[src/core/cgms_pkg.sv]
// Constants, modes and states of the clock generation mode select block.
package cgms_pkg;

	typedef enum logic [1:0] {
		CGMS_DIRECT,
		CGMS_PRESCALER,
		CGMS_PLL,
		CGMS_PLL_BASE
	} cgms_mode_t;

	typedef enum logic [2:0] {
		ST_INIT,
		ST_RUN,
		ST_DRAIN,
		ST_LOCK,
		ST_ARM
	} cgms_state_t;

	localparam int unsigned CLOCK_PERIOD_PS   = 5000;
	localparam int unsigned INIT_TIME_NS      = 100;
	localparam int unsigned INIT_CYCLES       = (INIT_TIME_NS * 1000 + CLOCK_PERIOD_PS - 1)
		/ CLOCK_PERIOD_PS;
	localparam int unsigned LOCK_TIME_NS      = 2000;
	localparam int unsigned LOCK_CYCLES       = (LOCK_TIME_NS * 1000 + CLOCK_PERIOD_PS - 1)
		/ CLOCK_PERIOD_PS;
	localparam int unsigned TIMER_W           = 12;
	localparam int unsigned PERIOD_W          = 16;
	localparam logic [PERIOD_W-1:0] VCO_BASE_STEP  = 16'h0003;
	localparam logic [PERIOD_W-1:0] VCO_BASE_LIMIT = 16'h0010;
	localparam cgms_mode_t RESET_MODE         = CGMS_DIRECT;

endpackage

[src/core/cgms_divider.sv]
// Edge-counting clock divider that changes its output only on source rising edges for divisors above one.
`timescale 1ns/1ps
`default_nettype none
module cgms_divider #(
	parameter int unsigned DIV_W = 4
) (
	// Clock and reset
	input  wire logic             clock,
	input  wire logic             rst,
	// Source clock level and its rising edge
	input  wire logic             src,
	input  wire logic             src_rise,
	input  wire logic [DIV_W-1:0] divisor,
	// Divided clock
	output logic                  out,
	output logic                  out_rise
);

	logic [DIV_W-1:0] cnt_reg;
	logic [DIV_W-1:0] cnt_next;
	logic             out_reg;
	logic             out_next;
	logic             rise_reg;
	logic             rise_next;
	logic [DIV_W-1:0] half;
	logic [DIV_W:0]   inc;

	// A divisor of zero or one passes the source through.
	always_comb
	begin
		half      = DIV_W'((DIV_W + 1)'(divisor) + (DIV_W + 1)'(1) >> 1);
		inc       = (DIV_W + 1)'(cnt_reg) + (DIV_W + 1)'(1);
		cnt_next  = cnt_reg;
		out_next  = out_reg;
		if (divisor <= DIV_W'(1))
		begin
			cnt_next = '0;
			out_next = src;
		end
		else if (src_rise)
		begin
			cnt_next = (inc >= (DIV_W + 1)'(divisor)) ? '0 : inc[DIV_W-1:0];
			out_next = (cnt_next < half);
		end
		rise_next = out_next & ~out_reg;
	end

	always_ff @(posedge clock)
	begin
		if (rst)
		begin
			cnt_reg  <= '0;
			out_reg  <= 1'b0;
			rise_reg <= 1'b0;
		end
		else
		begin
			cnt_reg  <= cnt_next;
			out_reg  <= out_next;
			rise_reg <= rise_next;
		end
	end

	assign out      = out_reg;
	assign out_rise = rise_reg;

endmodule
`default_nettype wire

[src/core/cgms_core.sv]
// Clock generation unit: mode selection, dividers, VCO model, safe switching, gating.
`timescale 1ns/1ps
`default_nettype none
module cgms_core #(
	parameter int unsigned P_W         = 4,
	parameter int unsigned N_W         = 6,
	parameter int unsigned K_W         = 4,
	parameter int unsigned NUM_MODULES = 8
) (
	// Clock and reset
	input  wire logic                   clock,
	input  wire logic                   rst,
	// Oscillator input
	input  wire logic                   oscillator_clock,
	// Mode selection by strap and by software
	input  wire logic [1:0]             strap_mode,
	input  wire logic [1:0]             sw_mode,
	input  wire logic                   sw_mode_write,
	// Divider and multiplier factors
	input  wire logic [P_W-1:0]         p_div,
	input  wire logic [N_W-1:0]         n_mult,
	input  wire logic [K_W-1:0]         k_div,
	// Module clock requests
	input  wire logic [NUM_MODULES-1:0] module_enable,
	// Generated clocks
	output logic                        cpu_clock,
	output logic                        system_clock,
	output logic [NUM_MODULES-1:0]      module_clock,
	// Status
	output logic [1:0]                  active_mode,
	output logic                        clock_valid,
	output logic                        pll_locked,
	output logic                        switch_busy
);

	localparam int unsigned LIM_W = P_W + cgms_pkg::PERIOD_W;
	localparam int unsigned ACC_W = LIM_W + 1;

	cgms_pkg::cgms_state_t        state_reg, state_next;
	cgms_pkg::cgms_mode_t         cur_mode_reg, cur_mode_next;
	cgms_pkg::cgms_mode_t         req_mode_reg, req_mode_next;
	logic [cgms_pkg::TIMER_W-1:0] timer_reg, timer_next;
	logic                         osc_q_reg;
	logic                         osc_rise;
	logic [cgms_pkg::PERIOD_W-1:0] per_cnt_reg, per_cnt_next;
	logic [cgms_pkg::PERIOD_W-1:0] period_reg, period_next;
	logic [ACC_W-1:0]             acc_reg, acc_next;
	logic                         vco_reg, vco_next;
	logic                         vco_rise_reg, vco_rise_next;
	logic [ACC_W-1:0]             acc_sum;
	logic [ACC_W-1:0]             lim;
	logic [ACC_W-1:0]             step;
	logic                         gate_reg, gate_next;
	logic                         sys_reg, sys_next;
	logic                         cpu_reg;
	logic [NUM_MODULES-1:0]       mod_gate_reg, mod_gate_next;
	logic [NUM_MODULES-1:0]       mod_clk_reg, mod_clk_next;
	logic                         locked_reg, locked_next;
	logic                         busy_reg, busy_next;
	logic                         p_out, p_rise;
	logic                         k_src, k_src_rise;
	logic                         k_out;
	logic                         src_sel;
	logic                         pll_mode;

	// Oscillator edge detection and period measurement for the VCO model.
	always_comb
	begin
		osc_rise     = oscillator_clock & ~osc_q_reg;
		per_cnt_next = osc_rise ? cgms_pkg::PERIOD_W'(1) : per_cnt_reg + cgms_pkg::PERIOD_W'(1);
		period_next  = osc_rise ? per_cnt_reg : period_reg;
	end

	cgms_divider #(.DIV_W(P_W)) u_pdiv (
		.clock    (clock),
		.rst      (rst),
		.src      (osc_q_reg),
		.src_rise (osc_rise),
		.divisor  (p_div),
		.out      (p_out),
		.out_rise (p_rise)
	);

	// VCO: toggles at twice osc*N/P in PLL mode, free-runs at base rate in base mode.
	always_comb
	begin
		pll_mode = (cur_mode_reg == cgms_pkg::CGMS_PLL) || (cur_mode_reg == cgms_pkg::CGMS_PLL_BASE);
		if (cur_mode_reg == cgms_pkg::CGMS_PLL_BASE)
		begin
			step = ACC_W'(cgms_pkg::VCO_BASE_STEP);
			lim  = ACC_W'(cgms_pkg::VCO_BASE_LIMIT);
		end
		else
		begin
			step = ACC_W'({n_mult, 1'b0});
			lim  = ACC_W'(LIM_W'(p_div) * LIM_W'(period_reg));
		end
		acc_sum       = acc_reg + step;
		acc_next      = acc_sum;
		vco_next      = vco_reg;
		if (!pll_mode || lim == '0)
		begin
			acc_next = '0;
			vco_next = 1'b0;
		end
		else if (acc_sum >= lim)
		begin
			acc_next = acc_sum - lim;
			vco_next = ~vco_reg;
		end
		vco_rise_next = vco_next & ~vco_reg;
	end

	// Output divider takes the VCO in both PLL modes and the input divider otherwise.
	// Direct mode bypasses both dividers.
	always_comb
	begin
		k_src      = pll_mode ? vco_reg : p_out;
		k_src_rise = pll_mode ? vco_rise_reg : p_rise;
		src_sel    = (cur_mode_reg == cgms_pkg::CGMS_DIRECT) ? osc_q_reg : k_out;
	end

	cgms_divider #(.DIV_W(K_W)) u_kdiv (
		.clock    (clock),
		.rst      (rst),
		.src      (k_src),
		.src_rise (k_src_rise),
		.divisor  (k_div),
		.out      (k_out),
		.out_rise ()
	);

	// Mode switch sequencer: stop on a low phase, settle, restart on a low phase.
	always_comb
	begin
		state_next    = state_reg;
		cur_mode_next = cur_mode_reg;
		req_mode_next = req_mode_reg;
		timer_next    = timer_reg;
		gate_next     = gate_reg;
		locked_next   = locked_reg;
		if (sw_mode_write && state_reg != cgms_pkg::ST_INIT)
			req_mode_next = cgms_pkg::cgms_mode_t'(sw_mode);
		unique case (state_reg)
			cgms_pkg::ST_INIT:
			begin
				gate_next  = 1'b0;
				timer_next = timer_reg + cgms_pkg::TIMER_W'(1);
				if (timer_reg >= cgms_pkg::TIMER_W'(cgms_pkg::INIT_CYCLES - 1))
				begin
					req_mode_next = cgms_pkg::cgms_mode_t'(strap_mode);
					cur_mode_next = cgms_pkg::cgms_mode_t'(strap_mode);
					timer_next    = '0;
					state_next    = cgms_pkg::ST_LOCK;
				end
			end
			cgms_pkg::ST_RUN:
			begin
				gate_next = 1'b1;
				if (req_mode_reg != cur_mode_reg)
					state_next = cgms_pkg::ST_DRAIN;
			end
			cgms_pkg::ST_DRAIN:
			begin
				if (!src_sel)
				begin
					gate_next     = 1'b0;
					cur_mode_next = req_mode_reg;
					locked_next   = 1'b0;
					timer_next    = '0;
					state_next    = cgms_pkg::ST_LOCK;
				end
			end
			cgms_pkg::ST_LOCK:
			begin
				timer_next = timer_reg + cgms_pkg::TIMER_W'(1);
				if (!pll_mode || timer_reg >= cgms_pkg::TIMER_W'(cgms_pkg::LOCK_CYCLES - 1))
				begin
					locked_next = pll_mode;
					timer_next  = '0;
					state_next  = cgms_pkg::ST_ARM;
				end
			end
			cgms_pkg::ST_ARM:
			begin
				if (!src_sel)
				begin
					gate_next  = 1'b1;
					state_next = cgms_pkg::ST_RUN;
				end
			end
			default:
			begin
				gate_next  = 1'b0;
				state_next = cgms_pkg::ST_INIT;
			end
		endcase
		sys_next = gate_next & src_sel;
		busy_next = (state_next != cgms_pkg::ST_RUN);
	end

	// Module gates change only while the system clock is low.
	always_comb
	begin
		mod_gate_next = sys_reg ? mod_gate_reg : module_enable;
		mod_clk_next  = {NUM_MODULES{sys_next}} & mod_gate_next;
	end

	always_ff @(posedge clock)
	begin
		if (rst)
		begin
			state_reg    <= cgms_pkg::ST_INIT;
			cur_mode_reg <= cgms_pkg::RESET_MODE;
			req_mode_reg <= cgms_pkg::RESET_MODE;
			timer_reg    <= '0;
			osc_q_reg    <= 1'b0;
			per_cnt_reg  <= '0;
			period_reg   <= '0;
			acc_reg      <= '0;
			vco_reg      <= 1'b0;
			vco_rise_reg <= 1'b0;
			gate_reg     <= 1'b0;
			sys_reg      <= 1'b0;
			cpu_reg      <= 1'b0;
			mod_gate_reg <= '0;
			mod_clk_reg  <= '0;
			locked_reg   <= 1'b0;
			busy_reg     <= 1'b1;
		end
		else
		begin
			state_reg    <= state_next;
			cur_mode_reg <= cur_mode_next;
			req_mode_reg <= req_mode_next;
			timer_reg    <= timer_next;
			osc_q_reg    <= oscillator_clock;
			per_cnt_reg  <= per_cnt_next;
			period_reg   <= period_next;
			acc_reg      <= acc_next;
			vco_reg      <= vco_next;
			vco_rise_reg <= vco_rise_next;
			gate_reg     <= gate_next;
			sys_reg      <= sys_next;
			cpu_reg      <= sys_next;
			mod_gate_reg <= mod_gate_next;
			mod_clk_reg  <= mod_clk_next;
			locked_reg   <= locked_next;
			busy_reg     <= busy_next;
		end
	end

	assign cpu_clock    = cpu_reg;
	assign system_clock = sys_reg;
	assign module_clock = mod_clk_reg;
	assign active_mode  = cur_mode_reg;
	assign clock_valid  = gate_reg;
	assign pll_locked   = locked_reg;
	assign switch_busy  = busy_reg;
endmodule
`default_nettype wire

[config.mk]
export PLATFORM = sky130hd
export DESIGN_NAME = cgms_core
export DESIGN_NICKNAME = d
export VERILOG_FILES = /design/src/core/cgms_pkg.sv /design/src/core/cgms_divider.sv /design/src/core/cgms_core.sv
export SDC_FILE = /design/constraint.sdc
export NUM_CORES = 1
export LEC_CHECK = 0
export BUFFER_PORTS_ARGS = -buffer_cell sky130_fd_sc_hd__buf_2
export CAP_MARGIN = 40
export CORE_MARGIN = 2
export CORE_UTILIZATION = 45
export CTS_CLUSTER_DIAMETER = 30
export DETAILED_ROUTE_END_ITERATION = 12
export GPL_TIMING_DRIVEN = 0
export HOLD_SLACK_MARGIN = 0.1
export SKIP_CTS_REPAIR_TIMING = 1
export SLEW_MARGIN = 20
export SYNTH_ARGS = -nofsm -noshare
export SYNTH_HDL_FRONTEND = slang
export SYNTH_SLANG_ARGS = --single-unit
[constraint.sdc]
create_clock -name clock -period 5.4 [get_ports clock]
set_input_delay 0.54 -clock clock [delete_from_list [all_inputs] [get_ports clock]]
set_output_delay 0.54 -clock clock [all_outputs]
set_load 0.05 [all_outputs]
==> metrics.cfg <==
[clock_tree]
clk_latency_ns = 0.37
clock-root-buffer = clkbuf_16
clk_pin_slew_worst_paths_ns = 0.08
clock-sinks = 106
cts_buffers = 9
htree_levels = 3
cts_tree = yes
cts_buffer_depth = 2

[global_routing]
grt_pass1_vias = 6638
grt_use_total_pct = 19.8
antenna_found_initial = 0
grt_pass1_wl_um = 32000
grt_max_degree = 20
gr-total-overflow = 0

[placed_design]
dp_hpwl_um = 15100
gp_congestion = 0.845
placed_cell_area_sq_um = 8970
io_buffer_count = 44

[cells_and_area]
stdcell_area_sq_um = 9640
antenna_cells = 0
layout_commonest_cell = nand2_1
area.growth.synth_to_final_pct = 14.3
drive_above_1_share_pct = 14.2
final_nets = 1227
final_cell_mix = 115 x nand2_1, 106 x dfxtp_1, 89 x nor2_1, 75 x inv_1, 68 x a21oi_1
nFillCells = 1797
largest_reg_flops = 21

[power_and_ir_drop]
powerDensity_nw_per_um2 = 180
clkPwrFrac_pct = 40.3
swShare_pct = 27.1
p_comb_share_pct = 13.3
p_leak_nw = 4.30
power_switching_mw = 0.469
p_int_mw = 1.26
ir_drop_mv = 0.162
power_frac_seq_pct = 46.3

[worst_setup_path]
critPathLaunchType = primary input
crit_path_max_fanout = 10
critPathRequiredTime_ns = 5.66
endpoint_kind = register
path_class = in -> reg
worst_ep_arrival_time_ns = 5.49

[timing]
finalSetupViolCount = 0
worstMarginPinSlew_ns = 0.605
finalMaxSlewViolations = 0
totalNegativeSetupSlack_ns = 0
post-route-min-period_ns = 5.22
fmax_ghz = 0.191
max_slew_margin_pct = 59.7
post-route-period-util_pct = 96.7
finClkSkew_ns = 0.0107
rsz0062_at_grt = yes
hold_violations = 0

[floorplanning]
ioPinCount = 45
core_sq_um = 18500
die_w_um = 141
die-area_sq_um = 19900
initial_core_util_pct = 45.5
num_rows = 50
dieHeight_um = 141

[routing]
drc_errors = 0
drtIter0Drc = 356
viasPerCell = 5.23
drt_wl_total_um = 19400
firstDrtPassIters = 4
vias = 6962
antenna_left = 0
wl_per_cell_um = 14.6

[synthesis]
synth-async-reset-ratio_pct = 0
ys_ff_latch = 106
synth_edf_count = 0
synthesis.area_sq_um = 8430
avgSynthCellArea_sq_um = 8.23
yosysUniqueCellTypes = 68
synth_nets = 1160
synth_ff_type = dfxtp_1
yosysWarnings = 0
synthCells = 1025
ys_seq_area_share_pct = 25.2

[min_path]
hp-class = in -> reg

[run_status]
status = finished clean

[job]
cap_violations = 0

==> power by group through the flow <==
stage | clock network [mW] | logic (mW) | registers (mW)
after floorplan | 0 | 0.157 | 0.818
after global placement | 0 | 0.211 | 0.820
after detailed placement | 0 | 0.213 | 0.821
after CTS | 0.720 | 0.214 | 0.802
after global routing | 0.747 | 0.260 | 0.804
final | 0.699 | 0.231 | 0.802
==> layout make-up <==
class	instances	area (sq um)	area share, %
Multi-Input combinational cell	813	6120	63.5
Sequential cell	106	2120	22.0
Timing Repair Buffer	58	325	3.38
Tap cell	234	293	3.04
Inverter	76	285	2.96
Clock buffer	9	225	2.34
Buffer	28	181	1.88
Clock inverter	7	87.6	0.909
==> cells in the mapped netlist (3+ instances only) <==
| master | n | area (sq um) |
|---|---|---|
| xor2_1 | 29 | 254 |
| and4_1 | 8 | 70.1 |
| o21bai_1 | 4 | 30.0 |
| nor2_2 | 7 | 43.8 |
| a211oi_2 | 5 | 62.6 |
| a21o_1 | 13 | 97.6 |
| or2_2 | 6 | 37.5 |
| nor2b_1 | 13 | 81.3 |
| o21ai_0 | 27 | 135 |
| nand3_1 | 24 | 120 |
| dfxtp_1 | 106 | 2120 |
| o21a_1 | 11 | 82.6 |
| a211oi_1 | 12 | 90.1 |
| buf_1 | 4 | 15.0 |
| nor2_1 | 89 | 334 |
| o31a_1 | 3 | 26.3 |
| or3_1 | 5 | 31.3 |
| o211ai_1 | 11 | 82.6 |
| ha_1 | 75 | 938 |
| and3_1 | 17 | 106 |
| nand2_1 | 117 | 439 |
| nor3_1 | 18 | 90.1 |
| nand2b_1 | 12 | 75.1 |
| a21oi_1 | 74 | 370 |
| inv_1 | 75 | 282 |
| o31ai_1 | 6 | 45.0 |
| mux2i_1 | 36 | 360 |
| a31oi_1 | 8 | 50.1 |
| buf_4 | 4 | 30.0 |
| and2_1 | 64 | 400 |
| fa_1 | 30 | 601 |
| nand4_1 | 12 | 75.1 |
| xnor2_1 | 36 | 315 |
| clkbuf_1 | 19 | 71.3 |
==> layer usage <==
metal	wire length, um	GRT usage [%]	vias up
li1	-	-	3660
met1	9560	26.6	3210
met2	9090	33.0	69
met3	450	3.29	23
met4	300	5.89	0
met5	0	0	-
==> path summary, 6_finish.rpt <==
path         cells after the start                         end                        from  slack [ns]
max                             22      acc_reg[10]$_SDFF_PP0_                    p_div[3]        0.18
min                              2        osc_q_reg$_SDFF_PP0_            oscillator_clock        0.41
max reg2reg                     21      acc_reg[10]$_SDFF_PP0_  period_reg[8]$_SDFFE_PP0P_        0.23
min reg2reg                      1  u_pdiv.out_rise$_SDFF_PP0_       u_pdiv.out$_SDFF_PP0_        0.44
==> critical path: stages <==
cell and delay (ns):
buf_2 0.16, buf_4 0.19, and2_1 0.18, fa_1 0.53, inv_1 0.05, fa_1 0.53
inv_1 0.04, ha_2 0.38, and3_1 0.21, nand4_1 0.18, o211a_4 0.30, mux2_1 0.33
or2_2 0.33, ha_4 0.31, nand4_1 0.16, nor4_2 0.18, a211o_1 0.18, a21o_1 0.12
buf_8 0.15, buf_12 0.15, mux2i_1 0.20, nor2_1 0.06
==> metrics by stage <==
| stage | util, % | instances | hold WS [ns] | worst slack, ns | total power [mW] |
|---|---|---|---|---|---|
| final | 52.0 | 1331 | 0.409 | 0.178 | 1.73 |
| after global routing | 52.0 | 1331 | 0.427 | -0.0737 | 1.81 |
| after CTS | 50.1 | 1319 | 0.398 | -0.506 | 1.74 |
| after detailed placement | 48.5 | 1303 | 0.434 | -0.886 | 1.03 |
| after global placement | 48.5 | 1303 | 0.433 | -0.891 | 1.03 |
| after floorplan | - | 1025 | 0.414 | 0.00548 | 0.975 |
==> cell families after synthesis <==
kind of cell,synth area share [%]
buf+inv,5.09
mux,4.81
fa+ha+maj,18.2
compound gates,16.1
simple gates,23.8
flops,25.2
xor+xnor,6.75
Power figures use the tool's default switching activity.
